`src/design/wdt_defs.svh`:
```
/*
  Constants of the watchdog timer: register offsets, bit positions,
  reset values and timing counts.
  Assumes inclusion by bare name from the package and the testbench.
*/
`ifndef WDT_DEFS_SVH
`define WDT_DEFS_SVH

// Register offsets on the plain register port
`define WDT_ADDR_CTRL 2'h0
`define WDT_ADDR_COUNT 2'h1
`define WDT_ADDR_CKSEL 2'h2

// Control/status bit positions
`define WDT_B_CTR_GUARD 7
`define WDT_B_CTR_WEN 6
`define WDT_B_CTL_GUARD 5
`define WDT_B_CTL_WEN 4
`define WDT_B_RUN_GUARD 3
`define WDT_B_RUN_EN 2
`define WDT_B_FLAG_GUARD 1
`define WDT_B_FLAG 0

// Clock-select field
`define WDT_CKS_PRE_BIT 3
`define WDT_CKS_RESET 4'hf
`define WDT_CKS_RSVD 4'hf

// Reset, limit and unmapped-read values
`define WDT_COUNT_RESET 8'h00
`define WDT_COUNT_MAX 8'hff
`define WDT_UNMAPPED_READ 8'h00

// Prescaler: first tap divides by 2**6, eight taps, 13-bit divider
`define WDT_PRE_BASE 6
`define WDT_PRE_TAPS 8
`define WDT_PRE_WIDTH 13

// Internal reset length in oscillator cycles, minus one
`define WDT_IRESET_LAST 8'hff

`endif

```
`src/design/wdt_pkg.sv`:
```
/*
  Types of the watchdog timer: register port bundle and state records.
  Assumes wdt_defs.svh on the include path.
*/
`include "wdt_defs.svh"

package wdt_pkg;

  // Register port request from the CPU side
  typedef struct packed {
    logic [1:0] addr;
    logic [7:0] wdata;
    logic wr;
    logic rd;
  } wdt_bus_t;

  // Whole state of the watchdog core
  typedef struct packed {
    logic [2:0] osc_sync;
    logic [7:0] count;
    logic ctr_wen;
    logic ctl_wen;
    logic run_en;
    logic rst_flag;
    logic [3:0] cks;
    logic [7:0] rdata;
    logic ireset;
    logic [7:0] ireset_cnt;
  } wdt_state_t;

  // Whole state of the prescaler
  typedef struct packed {
    logic [`WDT_PRE_WIDTH-1:0] div;
    logic tick;
  } wdt_pre_state_t;

endpackage

```
`src/design/wdt_prescaler.sv`:
```
/*
  Prescaler of the watchdog: a free divider of the system clock with
  eight taps, phi/64 up to phi/8192, one of which is picked as a tick.
  Assumes a single clock, synchronous active-low reset and a clock enable.
*/
module wdt_prescaler
  import wdt_pkg::*;
(
  // Clock, reset and enable
  input wire logic clk,
  input wire logic rst_n,
  input wire logic ce,
  // Tap choice, 0 means phi/64
  input wire logic [2:0] sel,
  // One-cycle count pulse
  output logic tick
);

  wdt_pre_state_t s_ff; // Registered state
  wdt_pre_state_t nxt_s; // Next state
  logic [`WDT_PRE_TAPS-1:0] tap_hit; // Tap about to roll over

  // One detector per tap: the low bits of the divider all ones
  genvar gi;
  generate
    for (gi = 0; gi < `WDT_PRE_TAPS; gi++)
    begin : g_tap
      assign tap_hit[gi] = &s_ff.div[`WDT_PRE_BASE+gi-1:0];
    end
  endgenerate

  // Divider advance and tick pick
  always_comb
  begin
    nxt_s = s_ff;
    nxt_s.div = s_ff.div + `WDT_PRE_WIDTH'(1);
    nxt_s.tick = tap_hit[sel];
  end

  // State register
  always_ff @(posedge clk)
  begin
    if (!rst_n)
    begin
      s_ff <= '0;
    end
    else if (ce)
    begin
      s_ff <= nxt_s;
    end
  end

  assign tick = s_ff.tick;

endmodule

```
`src/design/wdt_top.sv`:
```
/*
  Watchdog timer core: guarded control/status register, 8-bit counter,
  clock-select register, prescaler or oscillator count source, and an
  internal chip reset on counter overflow.
  Assumes one system clock, synchronous active-low reset from the external
  reset pin, a free-running oscillator on a pin, and a CPU that issues
  one-cycle read and write strobes.

  // Summary of operation
  // - Counter write enable needs bit 7 zero
  // - Counter writes only while write enable set
  // - Control write enable needs bit 5 zero
  // - Run and flag writable only when enabled
  // - Run enable needs bit 3 zero
  // - Counter counts while running, else holds
  // - Run enable comes up set
  // - Reset flag needs bit 1 zero
  // - Overflow reset sets reset flag
  // - Pin reset or guarded write clears flag
  // - 8-bit up counter, wrap raises reset
  // - Counter clears to zero on reset
  // - Clock-select upper nibble reads ones
  // - Clock code picks prescaler tap or oscillator
  // - Clock select resets to all ones
  // - Taps phi/64 through phi/8192 in order
  // - Internal reset lasts 256 oscillator cycles
*/
module wdt_top
  import wdt_pkg::*;
(
  // Clock, reset and enable
  input wire logic clk,
  input wire logic rst_n,
  input wire logic ce,
  // Register port
  input wire wdt_bus_t bus,
  output logic [7:0] rd_data,
  // Dedicated oscillator pin
  input wire logic osc_clk_pin,
  // Internal chip reset, active high
  output logic chip_reset
);

  wdt_state_t s_ff; // Registered state
  wdt_state_t nxt_s; // Next state

  logic pre_tick; // Prescaler pulse
  logic osc_edge; // Synchronised oscillator rising edge
  logic cnt_event; // Selected count pulse
  logic inc; // Counter advances this cycle
  logic ovf; // Counter wraps this cycle
  logic wr_ctrl; // Write to control/status
  logic wr_count; // Write to counter
  logic wr_cksel; // Write to clock select
  logic [7:0] ctrl_view; // Control/status as read

  // Prescaled system-clock source
  wdt_prescaler u_pre (
    .clk (clk),
    .rst_n (rst_n),
    .ce (ce),
    .sel (s_ff.cks[2:0]),
    .tick (pre_tick)
  );

  // Rising edge seen between the second and third sync stages
  assign osc_edge = s_ff.osc_sync[1] & ~s_ff.osc_sync[2];

  // Count source: top code bit picks prescaler, else oscillator
  assign cnt_event = s_ff.cks[`WDT_CKS_PRE_BIT] ? pre_tick : osc_edge;

  // Address decode of the write strobe
  assign wr_ctrl = bus.wr && (bus.addr == `WDT_ADDR_CTRL);
  assign wr_count = bus.wr && (bus.addr == `WDT_ADDR_COUNT);
  assign wr_cksel = bus.wr && (bus.addr == `WDT_ADDR_CKSEL);

  // Counting stops during the internal reset pulse
  assign inc = s_ff.run_en && cnt_event && !s_ff.ireset;
  // Only a permitted counter write suppresses the wrap; a refused one must not
  assign ovf = inc && (s_ff.count == `WDT_COUNT_MAX) && !(wr_count && s_ff.ctr_wen);

  // Guard bits always read as one
  always_comb
  begin
    ctrl_view = 8'hff;
    ctrl_view[`WDT_B_CTR_WEN] = s_ff.ctr_wen;
    ctrl_view[`WDT_B_CTL_WEN] = s_ff.ctl_wen;
    ctrl_view[`WDT_B_RUN_EN] = s_ff.run_en;
    ctrl_view[`WDT_B_FLAG] = s_ff.rst_flag;
  end

  // Next-state logic of the whole core
  always_comb
  begin
    nxt_s = s_ff;
    // Oscillator pin synchroniser
    nxt_s.osc_sync = {s_ff.osc_sync[1:0], osc_clk_pin};

    // Control/status write; each target judged by its own guard
    if (wr_ctrl)
    begin
      // Software must write the whole byte, guards explicit
      if (!bus.wdata[`WDT_B_CTR_GUARD])
      begin
        nxt_s.ctr_wen = bus.wdata[`WDT_B_CTR_WEN];
      end
      if (!bus.wdata[`WDT_B_CTL_GUARD])
      begin
        nxt_s.ctl_wen = bus.wdata[`WDT_B_CTL_WEN];
      end
      // Uses the enable held before this write
      if (s_ff.ctl_wen && !bus.wdata[`WDT_B_RUN_GUARD])
      begin
        nxt_s.run_en = bus.wdata[`WDT_B_RUN_EN];
      end
      if (s_ff.ctl_wen && !bus.wdata[`WDT_B_FLAG_GUARD])
      begin
        nxt_s.rst_flag = bus.wdata[`WDT_B_FLAG];
      end
    end

    // Counter: a permitted write beats the increment
    if (wr_count && s_ff.ctr_wen)
    begin
      nxt_s.count = bus.wdata;
    end
    else if (inc)
    begin
      nxt_s.count = s_ff.count + 8'h01;
    end

    // Clock select: only the low nibble is stored
    if (wr_cksel)
    begin
      nxt_s.cks = bus.wdata[3:0];
    end

    // Internal reset pulse timed on oscillator edges
    if (s_ff.ireset && osc_edge)
    begin
      if (s_ff.ireset_cnt == `WDT_IRESET_LAST)
      begin
        nxt_s.ireset = 1'b0;
        nxt_s.ireset_cnt = 8'h00;
      end
      else
      begin
        nxt_s.ireset_cnt = s_ff.ireset_cnt + 8'h01;
      end
    end

    // Overflow: chip registers return to reset values, flag is set
    if (ovf)
    begin
      nxt_s.count = `WDT_COUNT_RESET;
      nxt_s.ctr_wen = 1'b0;
      nxt_s.ctl_wen = 1'b0;
      nxt_s.run_en = 1'b1;
      nxt_s.cks = `WDT_CKS_RESET;
      nxt_s.ireset = 1'b1;
      nxt_s.ireset_cnt = 8'h00;
      nxt_s.rst_flag = 1'b1;
    end

    // Read data, valid the cycle after the strobe
    if (bus.rd)
    begin
      unique case (bus.addr)
        `WDT_ADDR_CTRL: nxt_s.rdata = ctrl_view;
        `WDT_ADDR_COUNT: nxt_s.rdata = s_ff.count;
        `WDT_ADDR_CKSEL: nxt_s.rdata = {`WDT_CKS_RSVD, s_ff.cks};
        default: nxt_s.rdata = `WDT_UNMAPPED_READ;
      endcase
    end
  end

  // State register; pin reset wins over the enable
  always_ff @(posedge clk)
  begin
    if (!rst_n)
    begin
      s_ff.osc_sync <= 3'h0;
      s_ff.count <= `WDT_COUNT_RESET;
      s_ff.ctr_wen <= 1'b0;
      s_ff.ctl_wen <= 1'b0;
      s_ff.run_en <= 1'b1;
      s_ff.rst_flag <= 1'b0;
      s_ff.cks <= `WDT_CKS_RESET;
      s_ff.rdata <= 8'h00;
      s_ff.ireset <= 1'b0;
      s_ff.ireset_cnt <= 8'h00;
    end
    else if (ce)
    begin
      s_ff <= nxt_s;
    end
  end

  // Outputs straight from flip-flops
  assign rd_data = s_ff.rdata;
  assign chip_reset = s_ff.ireset;

  // Guarded counter enable keeps its value on a guard of one
  guard_ctr_a: assert property (
    @(posedge clk) disable iff (!rst_n)
    (ce && wr_ctrl && bus.wdata[`WDT_B_CTR_GUARD] && !ovf) |=> $stable(s_ff.ctr_wen))
    else $error("counter enable changed with guard set");

  // Counter ignores writes while locked
  ctr_lock_a: assert property (
    @(posedge clk) disable iff (!rst_n)
    (ce && wr_count && !s_ff.ctr_wen && !inc) |=> $stable(s_ff.count))
    else $error("locked counter accepted a write");

  // Guarded control enable takes the written value
  guard_ctl_a: assert property (
    @(posedge clk) disable iff (!rst_n)
    (ce && wr_ctrl && !bus.wdata[`WDT_B_CTL_GUARD] && !ovf)
      |=> (s_ff.ctl_wen == $past(bus.wdata[`WDT_B_CTL_WEN])))
    else $error("control enable did not follow guarded write");

  // Run and flag frozen while control writes are disabled
  ctl_lock_a: assert property (
    @(posedge clk) disable iff (!rst_n)
    (ce && wr_ctrl && !s_ff.ctl_wen && !ovf) |=> ($stable(s_ff.run_en) && $stable(s_ff.rst_flag)))
    else $error("run or flag changed while locked");

  // Run enable follows a properly guarded write
  run_guard_a: assert property (
    @(posedge clk) disable iff (!rst_n)
    (ce && wr_ctrl && s_ff.ctl_wen && !bus.wdata[`WDT_B_RUN_GUARD] && !ovf)
      |=> (s_ff.run_en == $past(bus.wdata[`WDT_B_RUN_EN])))
    else $error("run enable did not follow guarded write");

  // Stopped counter holds without writes
  run_hold_a: assert property (
    @(posedge clk) disable iff (!rst_n)
    (!s_ff.run_en && !wr_count) |=> $stable(s_ff.count))
    else $error("counter moved while stopped");

  // Reset values of run, counter and clock select
  reset_vals_a: assert property (
    @(posedge clk)
    !rst_n |=> (s_ff.run_en && s_ff.count == 8'h00 && s_ff.cks == 4'hf && !s_ff.rst_flag))
    else $error("wrong values after pin reset");

  // Overflow raises the chip reset and the flag
  ovf_flag_a: assert property (
    @(posedge clk) disable iff (!rst_n)
    (ce && ovf) |=> (s_ff.rst_flag && s_ff.ireset && s_ff.count == 8'h00))
    else $error("overflow did not raise reset and flag");

  // Flag holds through the internal reset
  flag_keep_a: assert property (
    @(posedge clk) disable iff (!rst_n)
    $fell(s_ff.ireset) |-> s_ff.rst_flag || $past(wr_ctrl))
    else $error("flag lost during internal reset");

  // Internal reset ends only after the last oscillator cycle
  ireset_len_a: assert property (
    @(posedge clk) disable iff (!rst_n)
    $fell(s_ff.ireset) |-> $past(s_ff.ireset_cnt) == 8'hff)
    else $error("internal reset pulse length wrong");

  // Guard bits of the control/status register read as ones
  read_ones_a: assert property (
    @(posedge clk) disable iff (!rst_n)
    (ce && bus.rd && bus.addr == `WDT_ADDR_CTRL) |=> ((rd_data & 8'haa) == 8'haa))
    else $error("guard bits read as zero");

  // Reserved clock-select nibble reads as ones
  read_rsvd_a: assert property (
    @(posedge clk) disable iff (!rst_n)
    (ce && bus.rd && bus.addr == `WDT_ADDR_CKSEL) |=> (rd_data[7:4] == 4'hf))
    else $error("reserved bits read as zero");

  // Frozen enable keeps every state bit
  ce_hold_a: assert property (
    @(posedge clk) disable iff (!rst_n)
    !ce |=> $stable(s_ff))
    else $error("state moved with enable low");

  // Oscillator source counts only on synchronised edges
  osc_src_a: assert property (
    @(posedge clk) disable iff (!rst_n)
    (ce && !s_ff.cks[`WDT_CKS_PRE_BIT] && !osc_edge && !wr_count) |=> $stable(s_ff.count))
    else $error("counter moved without an oscillator edge");

  // Prescaler source counts only on a tap tick
  pre_src_a: assert property (
    @(posedge clk) disable iff (!rst_n)
    (ce && s_ff.cks[`WDT_CKS_PRE_BIT] && !pre_tick && !wr_count) |=> $stable(s_ff.count))
    else $error("counter moved without a tap tick");

  // Overflow brings back run enable and the slowest tap
  ovf_reload_a: assert property (
    @(posedge clk) disable iff (!rst_n)
    (ce && ovf) |=> (s_ff.run_en && s_ff.cks == 4'hf))
    else $error("overflow did not reload run and clock select");

  // Chip reset rises only after an overflow
  ireset_src_a: assert property (
    @(posedge clk) disable iff (!rst_n)
    $rose(s_ff.ireset) |-> $past(ovf))
    else $error("chip reset without overflow");

endmodule

```
`config.mk`:
```
export PLATFORM = sky130hd
export DESIGN_NAME = wdt_top
export DESIGN_NICKNAME = d
export VERILOG_FILES = /design/src/design/wdt_pkg.sv /design/src/design/wdt_prescaler.sv /design/src/design/wdt_top.sv
export VERILOG_INCLUDE_DIRS = /design/src /design/src/design
export SDC_FILE = /design/constraint.sdc
export NUM_CORES = 1
export LEC_CHECK = 0
export ABC_AREA = 1
export BUFFER_PORTS_ARGS = -buffer_cell sky130_fd_sc_hd__buf_2
export CAP_MARGIN = 10
export CORE_MARGIN = 8
export CORE_UTILIZATION = 55
export CTS_BUF_LIST = sky130_fd_sc_hd__clkbuf_8 sky130_fd_sc_hd__clkbuf_16
export CTS_CLUSTER_DIAMETER = 80
export CTS_CLUSTER_SIZE = 14
export DETAILED_ROUTE_END_ITERATION = 10
export GPL_TIMING_DRIVEN = 0
export PLACE_DENSITY = 0.74
export SLEW_MARGIN = 20
export SYNTH_ARGS = -nofsm -noshare
export SYNTH_HDL_FRONTEND = slang
export SYNTH_SLANG_ARGS = --single-unit
export TNS_END_PERCENT = 1
```
`constraint.sdc`:
```
create_clock -name clk -period 2.6 [get_ports clk]
set_clock_uncertainty 0.2 [all_clocks]
set_input_delay 0.52 -clock clk [delete_from_list [all_inputs] [get_ports clk]]
set_output_delay 0.52 -clock clk [all_outputs]
set_load 0.03 [all_outputs]
```
Word level (Yosys, flattened, before mapping):

Index checks and enable logic that the tools add are counted.

* add/subtract/negate cells: 3
* $lt $le $gt $ge: 1
* eq/ne operators: 6
* mux-type cells: 17
* bitwise logic cells: 2
* reduce and logical (&&, ||, !) cells: 40

Operators with widths (count)
* $mux 8: 3
* $pmux 8 s3: 1
* $mux 9: 2
* $add 8x1->8 const B: 2
* $eq 8x8->1 const B: 2
* $mux 16: 1
* $reduce_and 3->1: 5
* $add 13x1->13 const B: 1
* $reduce_and 13->1: 1
* $reduce_and 12->1: 1
* $reduce_bool 2->1: 6
* $logic_and 1x1->1: 11
* $reduce_and 11->1: 1
* $reduce_and 10->1: 1
* $reduce_and 9->1: 1
* $mux 4: 2
* $reduce_and 2->1: 4
* $reduce_and 8->1: 1
* $mux 1: 7
* $reduce_and 7->1: 1
* $reduce_and 6->1: 1
* $logic_not 1->1: 4
* $lt 3x4->1 const B: 1
* $ne 2x1->1 const B: 2
* other kinds (7): 7

* register bits: 50
* bits of input ports: 16
* output and inout port bits: 9
* logic and storage cells: 81

Logic depth before layout (Yosys ltp):

Gate-level depths: netlist (run 1).

* depth in word-level cells: 9
* mapped depth: 10
* gate-level depth less buffers: 10

By module:

From an unflattened synthesis (run 1), not the netlist that was laid out.

* cell total of the unflattened synthesis: 439
* area total of the unflattened synthesis: 2937.8 um^2

By module, submodules not included
* wdt_top: instances 1, cells each 326, area an instance 2182.1 um^2, seq. area each 720.7 um^2
* wdt_prescaler: instances 1, cells each 113, area an instance 755.7 um^2, seq. area each 280.3 um^2

Worst setup path before layout (run 1):

Ideal clock, no wire load.

* path kind: register to register
* start point: register u_pre.s_ff[1] (netlist name)
* end point: register u_pre.s_ff, in the netlist u_pre.tick
* library setup time: 0.070 ns
* arrival time: 1.399 ns
* data required time: 2.330 ns
* setup slack: 0.931 ns
* stages on the path, launching flop included: 11
* path buffers: 0
* period minus slack after synthesis: 1.669 ns
* cells stage by stage: dfxtp_1 ha_1 nand3_1 nor3_4 ha_1 nor2_1 nor2_1 o21ai_0 nand2_1 nand2_1 a21oi_1

* longest elaborated chain between the ends: 3
* elaborated cells between the ends (all ways): 10
* classes of those cells: mux (2); reduce/logical (8)

Ends and longest elaborated chain
* from (decl): RTL line wdt_prescaler.sv:19 `wdt_pre_state_t s_ff;`
* from (signal assigned): RTL line wdt_prescaler.sv:49 `s_ff <= nxt_s;`
* $reduce_and 13->1 (tied with other cells): RTL line wdt_prescaler.sv:28 `` assign tap_hit[gi] = &s_ff.div[`WDT_PRE_BASE+gi-1:0]; ``
* $bmux 1 s3 (*): RTL line wdt_prescaler.sv:37 `nxt_s.tick = tap_hit[sel];`
* $mux 1 (not written as such) (*): RTL line wdt_prescaler.sv:37

Mark *: on every way between the ends. The rest lies on a longest branch, timed or not. The select of a mux whose other input is x is not followed.
A chain may end at the register's enable or synchronous reset.

Worst setup path after layout (run 1):

* start point: register s_ff[26] (netlist name)
* end point: register s_ff[19] (netlist name)

* longest elaborated chain between the ends: 5
* elaborated cells between the ends (all ways): 6
* classes of those cells: eq/ne (1); mux (1); reduce/logical (4)

Ends and longest elaborated chain
* from (decl): RTL line wdt_top.sv:44 `wdt_state_t s_ff;`
* from (signal assigned): RTL line wdt_top.sv:195 `s_ff <= nxt_s;`
* $eq 8x8->1 (no source line) (*)
* $logic_and 1x1->1 (*) (2 in a row): RTL line wdt_top.sv:80 `` assign ovf = inc && (s_ff.count == `WDT_COUNT_MAX) && !(wr_count && s_ff.ctr_wen); ``
* $reduce_bool 2->1 (no source line)
* $reduce_and 2->1 (no source line)

Mark *: on every way between the ends. The rest lies on a longest branch, timed or not.

==> results of run 1 <==
[sequential cells by signal, summed over array words and instances (netlist names)]
signal,cells
u_pre.tick,1
chip_reset,1
nxt_s,2
ctrl_view,4
u_pre.s_ff,13
rd_data,8
s_ff,21
[routing by layer]
| layer | up-vias | global-route usage, % | part of all wire, % |
|---|---|---|---|
| met4 | 0 | 5.78 | 1.7 |
| met5 | - | 0 | 0 |
| met2 | 53 | 31.7 | 47 |
| met1 | 1263 | 22.0 | 46 |
| li1 | 1413 | - | - |
| met3 | 10 | 3.47 | 4.9 |
[cell usage after synthesis, drive strengths merged, types with 3 or more instances]
cell type	number
a21oi	42
nand2	103
o211ai	3
ha	4
nor3	3
buf	17
clkbuf	4
dfxtp	50
o21ai	27
xor2	4
inv	47
nand4	13
nand3	41
o221ai	4
nor2	44
[stage by stage]
step | hold slack, ns | cell area, sq um | setup slack [ns] | instances
after floorplan | 0.229 | 2850 | 0.931 | 415
after global placement | 0.243 | 3060 | 0.615 | 509
after detailed placement | 0.251 | 3060 | 0.615 | 509
after CTS | 0.231 | 3170 | 0.729 | 516
after global routing | 0.229 | 3170 | 0.552 | 516
final | 0.234 | 3170 | 0.738 | 516
[kinds of logic (layout without fill, tap and decap cells)]
group,count (synthesis),count (layout),share of synthesized area [%]
fa+ha+maj,4,4,1.76
compound gates,77,77,15.0
simple gates,208,208,35.1
buf+inv,70,101,11.1
flops,50,50,35.1
xor+xnor,6,6,1.84
[power by group through the flow]
| stage | Sequential, uW | Clock, uW | Combinational (uW) |
|---|---|---|---|
| 5_1_grt | 801 | 587 | 163 |
| 2_1_floorplan | 812 | 0 | 100 |
| 4_1_cts | 798 | 565 | 147 |
| 3_5_place_dp | 816 | 0 | 146 |
| 3_3_place_gp | 816 | 0 | 145 |
| 6_report | 799 | 550 | 147 |
[final cells by class]
type                       instances  area share, %
buffer                            21           4.23
clock buffer                       5           2.17
clock inverter                     2           1.23
inverter                          49           5.81
multi-input combinational        295           48.4
sequential                        50           31.6
tap                               70           2.77
timing repair buffer              24           3.79
[layout by cell type, fill, tap and decap left out, types with 2 or more instances in the layout]
cell type	synthesis	routed
nand2_1	99	99
dfxtp_1	50	50
inv_1	43	43
a21oi_1	39	39
nor2_1	38	38
nand3_1	37	37
buf_2	5	29
o21ai_0	25	25
nand4_1	10	10
buf_4	9	9
clkbuf_8	0	5
nor2_2	4	4
inv_2	4	4
clkbuf_1	4	4
xor2_1	4	4
o221ai_1	4	4
ha_1	4	4
nand2_2	3	3
o211ai_1	3	3
nand3_4	2	2
buf_6	2	2
a21oi_2	2	2
nor3_1	2	2
o21ai_1	2	2
nand3_2	2	2
nor2_4	2	2
nand4_2	2	2
clkinv_1	2	2
xnor2_1	2	2
[final timing paths]
check	depth (start not counted)	endpoint	from	slack, ns
min reg2reg	2	rd_data[7]	rd_data[7]	0.27
max	8	s_ff[19]	s_ff[26]	0.74
min	3	nxt_s[34]	osc_clk_pin	0.23
max reg2reg	8	s_ff[19]	s_ff[26]	0.74
[critical path: stages (launching register included)]
cell,delay [ns]
dfxtp_1,0.40
ha_1,0.21
nand3_1,0.15
nor2_2,0.20
nand3_4,0.17
nand2_2,0.15
nand2_1,0.11
nand2_1,0.07
nand3_1,0.06
==> results.py, run 1 <==
metrics = {
    "finish": {
        "drive_gt1_share_pct": 16.6,
        "areaGrowthSynthToFinish_pct": 11.1,
        "final_util_pct": 62.8,
        "multi_input_area_sq_mm": 0.00153,
        "fillers": 480,
        "fin_nets": 466,
        "final-seq-area_sq_mm": 0.00100,
        "n_antenna_cell": 0,
    },
    "yosys": {
        "ys_ff_latch": 50,
        "synth_fp_nets": 435,
        "synth_ff_type": "dfxtp_1",
        "yosysWarnings": 0,
        "syn-mean-instance-area_sq_um": 6.87,
        "synth_largest_area_cell": "dfxtp_1",
        "syn_inst": 415,
        "yosys-top-cells-area": "dfxtp_1 (35%), nand2_1 (13%), a21oi_1 (6.8%)",
        "synth_edf_count": 0,
        "yosysUniqueCellTypes": 38,
        "yosysTopAreaCellShare_pct": 35.1,
        "yosysSeqAreaShare_pct": 35.1,
        "synth_area_sq_mm": 0.00285,
        "synth-async-reset-ratio_pct": 0,
    },
    "pwr": {
        "p_per_area_mw_per_mm2": 472,
        "p_leak_uw": 0.00143,
        "combPwrFrac_pct": 9.8,
        "total_power_uw": 1500,
        "pwr-share-clk_pct": 36.8,
        "ir_drop_v": 0.000254,
        "p_seq_share_pct": 53.4,
        "switchingPower_uw": 378,
        "p_int_uw": 1120,
        "netSwitchingFraction_pct": 25.2,
    },
    "sta": {
        "post-route-min-period_ns": 1.86,
        "rsz0062_at_grt": "false",
        "setup_viol_count_final": 0,
        "tns_ns": 0,
        "drv_slew": 0,
        "slew-limit-headroom_pct": 54.1,
        "fmax_mhz": 537,
        "final-hold-violation-count": 0,
        "fin_crit_sh_pct": 71.6,
        "tightestPinTransition_ns": 0.689,
    },
    "drt": {
        "wl_per_cell_microns": 12.9,
        "ant_nets": 0,
        "dr.first_iter.drc_count": 131,
        "drcViolationCount": 0,
        "vias_per_cell": 5.31,
        "via_count": 2739,
        "drt-total-wl_microns": 6660,
        "drtPass1Iterations": 4,
    },
    "worst_hold_path": {
        "hold_path.class": "in2reg",
    },
    "place": {
        "gp_congestion": 0.837,
        "port_buffers": 24,
        "place_hpwl_microns": 4940,
    },
    "global_routing": {
        "antenna_found_initial": 0,
        "grt_pass1_vias": 2545,
        "overflow": 0,
        "grt_pass1_wl_microns": 11300,
        "grt_usage_pct": 18.3,
        "grt_max_degree": 16,
    },
    "worst_setup_path": {
        "endpoint_kind": "flip-flop",
        "start_kind": "flip-flop",
        "critPathArrivalTime_ns": 1.83,
        "crit_type": "reg2reg",
        "critPathRequiredTime_ns": 2.57,
        "worstPathMaxFanout": 10,
    },
    "floorplanning": {
        "pin_count": 25,
        "die_y_microns": 88.0,
        "fp-row-count": 26,
        "die-area_sq_mm": 0.00774,
        "initial_core_util_pct": 56.5,
        "coreArea_sq_mm": 0.00504,
        "fp.dieW_microns": 88.0,
    },
    "run_status": {
        "status": "finished clean",
    },
    "clock_tree": {
        "cts_buffers": 5,
        "cts_resized": 0,
        "cts.clk_slew.worst_paths_ns": 0.10,
        "cts_tree": "built",
        "clk_latency_ns": 0.31,
        "cts_num_sinks": 50,
        "cts_buffer_depth": 2,
        "cts_setup_buffers": 0,
        "htreeDepth": 2,
        "cts.hold.buffers_added": 0,
        "ctsRootBufferMaster": "clkbuf_8",
    },
    "flow_run": {
        "cap_violations": 0,
    },
}
(Power assumes the default switching activity.)
==> run 2: changes to the inputs <==
==> constraint.sdc (replaced) <==
create_clock -name clk -period 1.8 [get_ports clk]
set_clock_uncertainty 0.2 [all_clocks]
set_input_delay 0.36 -clock clk [delete_from_list [all_inputs] [get_ports clk]]
set_output_delay 0.36 -clock clk [all_outputs]
set_load 0.03 [all_outputs]
==> results.py, run 2 (synthesis results as in run 1) <==
metrics = {
    "finish": {
        "final_cells": 525,
        "largest_reg_flops": 21,
        "final_util_pct": 67.1,
        "fillers": 447,
        "n_antenna_cell": 0,
        "fin_nets": 475,
        "drive_gt1_share_pct": 23.7,
        "areaGrowthSynthToFinish_pct": 18.7,
        "final-seq-area_sq_mm": 0.00101,
        "multi_input_area_sq_mm": 0.00164,
        "largest_register": "s_ff",
        "layout_commonest_cell": "nand2_1",
        "final_cell_mix": "nand2_1 (96), dfxtp_1 (46), inv_1 (43)",
    },
    "worst_setup_path": {
        "worstPathMaxFanout": 10,
        "r2r_cells": 6,
        "critPathRequiredTime_ns": 1.76,
        "r2r_end": "s_ff[7]",
        "reg2reg_slack_ns": 0.03,
        "start_kind": "flip-flop",
        "r2r_start": "s_ff[28]",
        "endpoint_kind": "flip-flop",
        "crit_type": "reg2reg",
        "critPathArrivalTime_ns": 1.73,
    },
    "drt": {
        "drcViolationCount": 0,
        "drtPass1Iterations": 4,
        "wl_met1_microns": 3150,
        "ant_nets": 0,
        "wl_per_cell_microns": 13.7,
        "top_layer": "met4",
        "via_count": 2858,
        "drt-total-wl_microns": 7220,
        "wl_met3_microns": 416,
        "vias_per_cell": 5.44,
        "met2_length_microns": 3520,
        "dr.first_iter.drc_count": 203,
    },
    "worst_hold_path": {
        "hold_depth": 3,
        "min_to": "nxt_s[34]",
        "hold_path.class": "in2reg",
        "hold_start": "osc_clk_pin",
    },
    "sta": {
        "tightestPinTransition_ns": 0.794,
        "fin_crit_sh_pct": 98.5,
        "tns_ns": 0,
        "setup_viol_count_final": 0,
        "drv_slew": 0,
        "fmax_mhz": 564,
        "fin_ws_ns": 0.0268,
        "slew-limit-headroom_pct": 47.0,
        "final-hold-violation-count": 0,
        "rsz0062_at_grt": "true",
        "post-route-min-period_ns": 1.77,
    },
    "global_routing": {
        "grt_usage_pct": 18.4,
        "antenna_found_initial": 0,
        "grt_max_degree": 16,
        "grt_pass1_vias": 2572,
        "overflow": 0,
        "grt_pass1_wl_microns": 11300,
    },
    "pwr": {
        "pwr-share-clk_pct": 36.5,
        "p_per_area_mw_per_mm2": 642,
        "combPwrFrac_pct": 10.2,
        "ir_drop_v": 0.000367,
        "p_int_uw": 1620,
        "p_seq_share_pct": 53.3,
        "p_leak_uw": 0.00151,
        "netSwitchingFraction_pct": 25.4,
        "switchingPower_uw": 552,
        "total_power_uw": 2170,
    },
    "clock_tree": {
        "clk_latency_ns": 0.31,
        "cts_num_sinks": 50,
        "htreeDepth": 2,
        "ctsRootBufferMaster": "clkbuf_8",
        "cts.clk_slew.worst_paths_ns": 0.10,
        "cts_tree": "built",
        "cts_buffer_depth": 2,
        "cts_buffers": 5,
    },
    "floorplanning": {
        "die-area_sq_mm": 0.00774,
        "pin_count": 25,
        "coreArea_sq_mm": 0.00504,
        "die_y_microns": 88.0,
        "fp-row-count": 26,
        "fp.dieW_microns": 88.0,
        "initial_core_util_pct": 56.5,
    },
    "run_status": {
        "status": "finished clean",
    },
    "place": {
        "place_ws_ns": -0.0326,
        "place_hpwl_microns": 4940,
        "port_buffers": 24,
        "post-place-cells": 509,
        "gp_congestion": 0.837,
    },
    "flow_run": {
        "cap_violations": 0,
    },
}
[run 2: per-stage QoR]
stage / cell area [sq um] / hold WS [ns]
after floorplan: 2850 / 0.229
after global placement: 3060 / 0.243
after detailed placement: 3060 / 0.251
after CTS: 3180 / 0.0708
after global routing: 3380 / 0.0688
final: 3380 / 0.0765
[run 2: how the worst max path moves through the flow]
stage,from,endpoint,slack [ns],cells past startpoint
finish,s_ff[28],s_ff[7],0.03,6
global route,u_pre.s_ff[1],u_pre.tick,-0.06,10
CTS,s_ff[26],s_ff[1],0.004,9
detailed placement,s_ff[26],s_ff[17],-0.03,8
global placement,rst_n,s_ff[2],-0.02,5
floorplan,u_pre.s_ff[1],u_pre.tick,0.13,10
[run 2: routing by layer]
| layer | GRT usage [%] | up-vias |
|---|---|---|
| li1 | - | 1440 |
| met1 | 22.1 | 1334 |
| met2 | 31.7 | 72 |
| met3 | 3.47 | 12 |
| met4 | 6.41 | 0 |
| met5 | 0 | - |
[run 2: area by class of cell]
class                   count  area share [%]
multi-input cells         295            48.6
clock inverters             2            1.15
plain buffers              21            4.14
well taps                  70            2.59
inverters                  49            5.44
repair buffers             33            6.07
flip-flops and latches     50            30.0
clock buffers               5            2.03
[run 2: repair_timing]
action,4_1_cts,5_1_grt
gates resized for setup,5,30
hold buffers,0,0
gates cloned,0,1
setup buffers,1,7
pin swaps,2,10
endpoints found under the hold margin,0,0
endpoints found under the setup margin,14,21
[run 2: worst max-delay path, cell delays in order, from the launching register on]
cell and delay (ns):
dfxtp_1 0.50, nand3_1 0.20, nor2_2 0.18, nand3_4 0.17
buf_6 0.19, nand4_1 0.11, a21oi_2 0.07
[run 2: power by group through the flow]
stage / combinational, uW / sequential (uW) / clock (uW)
2_1_floorplan: 145 / 1170 / 0
4_1_cts: 213 / 1150 / 816
3_3_place_gp: 210 / 1180 / 0
5_1_grt: 245 / 1160 / 847
6_report: 222 / 1160 / 793
3_5_place_dp: 211 / 1180 / 0
==> run 3: changes to the inputs <==
--- a/config.mk
+++ b/config.mk
@@ -17,6 +17,7 @@
 export DETAILED_ROUTE_END_ITERATION = 10
 export GPL_TIMING_DRIVEN = 0
 export PLACE_DENSITY = 0.74
+export SKIP_CTS_REPAIR_TIMING = 1
 export SLEW_MARGIN = 20
 export SYNTH_ARGS = -nofsm -noshare
 export SYNTH_HDL_FRONTEND = slang
==> constraint.sdc (replaced) <==
create_clock -name clk -period 1.8 [get_ports clk]
set_clock_uncertainty 0.2 [all_clocks]
set_input_delay 0.09 -clock clk [delete_from_list [all_inputs] [get_ports clk]]
set_output_delay 0.09 -clock clk [all_outputs]
set_load 0.03 [all_outputs]
==> results.py, run 3 (synthesis results as in run 1) <==
metrics = {
    "sta": {
        "setup_viol_count_final": 0,
        "post-route-min-period_ns": 1.78,
        "holdWs_ns": -0.0194,
        "slew-limit-headroom_pct": 49.0,
        "rsz0062_at_grt": "true",
        "final-hold-violation-count": 8,
        "fin_crit_sh_pct": 98.6,
        "fmax_mhz": 563,
        "drv_slew": 0,
        "tightestPinTransition_ns": 0.765,
    },
    "pwr": {
        "ir_drop_v": 0.000367,
        "combPwrFrac_pct": 10.8,
        "p_leak_uw": 0.00153,
        "p_per_area_mw_per_mm2": 635,
        "p_seq_share_pct": 52.9,
        "netSwitchingFraction_pct": 25.4,
        "switchingPower_uw": 556,
        "pwr-share-clk_pct": 36.3,
        "p_int_uw": 1630,
    },
    "clock_tree": {
        "cts.clk_slew.worst_paths_ns": 0.09,
        "ctsRootBufferMaster": "clkbuf_8",
        "cts_num_sinks": 50,
        "htreeDepth": 2,
        "clk_latency_ns": 0.31,
        "cts_buffers": 5,
        "cts_tree": "built",
        "cts_buffer_depth": 2,
    },
    "worst_setup_path": {
        "crit_start": "s_ff[25]",
        "r2r_end": "s_ff[1]",
        "worstSetupEndpoint": "s_ff[1]",
        "reg2reg_slack_ns": 0.02,
        "critPathArrivalTime_ns": 1.73,
        "r2r_start": "s_ff[25]",
        "endpoint_kind": "flip-flop",
        "critPathRequiredTime_ns": 1.76,
        "crit_type": "reg2reg",
        "r2r_cells": 9,
        "worstPathMaxFanout": 6,
        "start_kind": "flip-flop",
    },
    "finish": {
        "final_util_pct": 68.3,
        "fillers": 440,
        "n_antenna_cell": 0,
        "drive_gt1_share_pct": 21.9,
        "final_cell_mix": "nand2_1 (97), dfxtp_1 (45), inv_1 (43)",
        "fin_nets": 482,
        "largest_reg_flops": 21,
        "largest_register": "s_ff",
        "layout_commonest_cell": "nand2_1",
        "final_cells": 532,
        "areaGrowthSynthToFinish_pct": 20.8,
    },
    "floorplanning": {
        "coreArea_sq_mm": 0.00504,
        "die_y_microns": 88.0,
        "fp-row-count": 26,
        "fp.dieW_microns": 88.0,
        "pin_count": 25,
        "die-area_sq_mm": 0.00774,
        "initial_core_util_pct": 56.5,
    },
    "place": {
        "post-place-cells": 509,
        "port_buffers": 24,
        "gp_congestion": 0.837,
        "place_hpwl_microns": 4940,
    },
    "global_routing": {
        "antenna_found_initial": 0,
        "grt_pass1_vias": 2545,
        "grt_max_degree": 16,
        "overflow": 0,
        "grt_usage_pct": 18.3,
        "grt_pass1_wl_microns": 11300,
    },
    "drt": {
        "ant_nets": 0,
        "drt-total-wl_microns": 7140,
        "drtPass1Iterations": 4,
        "via_count": 2838,
        "vias_per_cell": 5.33,
        "dr.first_iter.drc_count": 139,
        "wl_per_cell_microns": 13.4,
        "drcViolationCount": 0,
    },
    "run_status": {
        "violations": "hold timing",
        "status": "complete, but fails checks",
    },
    "worst_hold_path": {
        "hold_start": "bus[10]",
        "hold_path.class": "in2reg",
    },
    "flow_run": {
        "cap_violations": 0,
    },
}
==> run 3: cell count changes in the layout (fill, tap and decap cells not counted), sizes merged <==
cell | before | now
clkbuf | 11 | 10
buf | 48 | 46
dlygate4sd3 | 0 | 10
==> run 3: how the worst min path moves through the flow <==
| stage | end | cells after the start | slack [ns] |
|---|---|---|---|
| after floorplan | nxt_s[34] | 2 | 0.02 |
| after global placement | nxt_s[34] | 3 | 0.11 |
| after detailed placement | nxt_s[34] | 3 | 0.12 |
| after CTS | nxt_s[34] | 3 | -0.20 |
| after global routing | rd_data[7] | 4 | 0.003 |
| final | rd_data[6] | 4 | -0.02 |
==> run 3: worst max-delay path: stages (launching register included) <==
cell and delay [ns]:
dfxtp_4 0.39, ha_4 0.16, nand2_4 0.06, nor2_4 0.12
nand3_2 0.10, nor2_4 0.16, nand3_4 0.13, buf_8 0.17
nand3_1 0.07, a21oi_2 0.06
==> run 3: power by group through the flow <==
stage / Clock [uW] / Sequential [uW] / Combinational [uW]
after detailed placement: 0 / 1180 / 211
after global routing: 844 / 1160 / 261
after floorplan: 0 / 1170 / 145
after global placement: 0 / 1180 / 210
final: 794 / 1160 / 237
after CTS: 816 / 1150 / 213
==> run 3: cell type report <==
type / count / area, sq um / share of cell area (%)
clock inverter: 2 / 38.8 / 1.13
buffer: 21 / 140 / 4.07
clock buffer: 5 / 68.8 / 2.00
multi-input combinational: 295 / 1630 / 47.2
tap: 70 / 87.6 / 2.54
timing repair buffer: 40 / 283 / 8.21
sequential: 50 / 1010 / 29.5
inverter: 49 / 184 / 5.34
==> run 3: per-layer routing <==
layer	share of wire, %	track usage [%]
met5	0	0
met4	2.3	5.78
met3	5.8	3.47
met2	49	31.7
met1	43	22.0
==> run 3: metrics by stage <==
stage | worst slack (ns) | instance area, sq um | setup TNS, ns | power, uW
floorplan | 0.131 | 2850 | 0 | 1320
global placement | -0.0231 | 3060 | -0.0860 | 1390
detailed placement | -0.0326 | 3060 | -0.177 | 1390
CTS | -0.0708 | 3170 | -0.573 | 2180
global route | -0.0733 | 3440 | -0.422 | 2270
finish | 0.0249 | 3440 | 0 | 2190
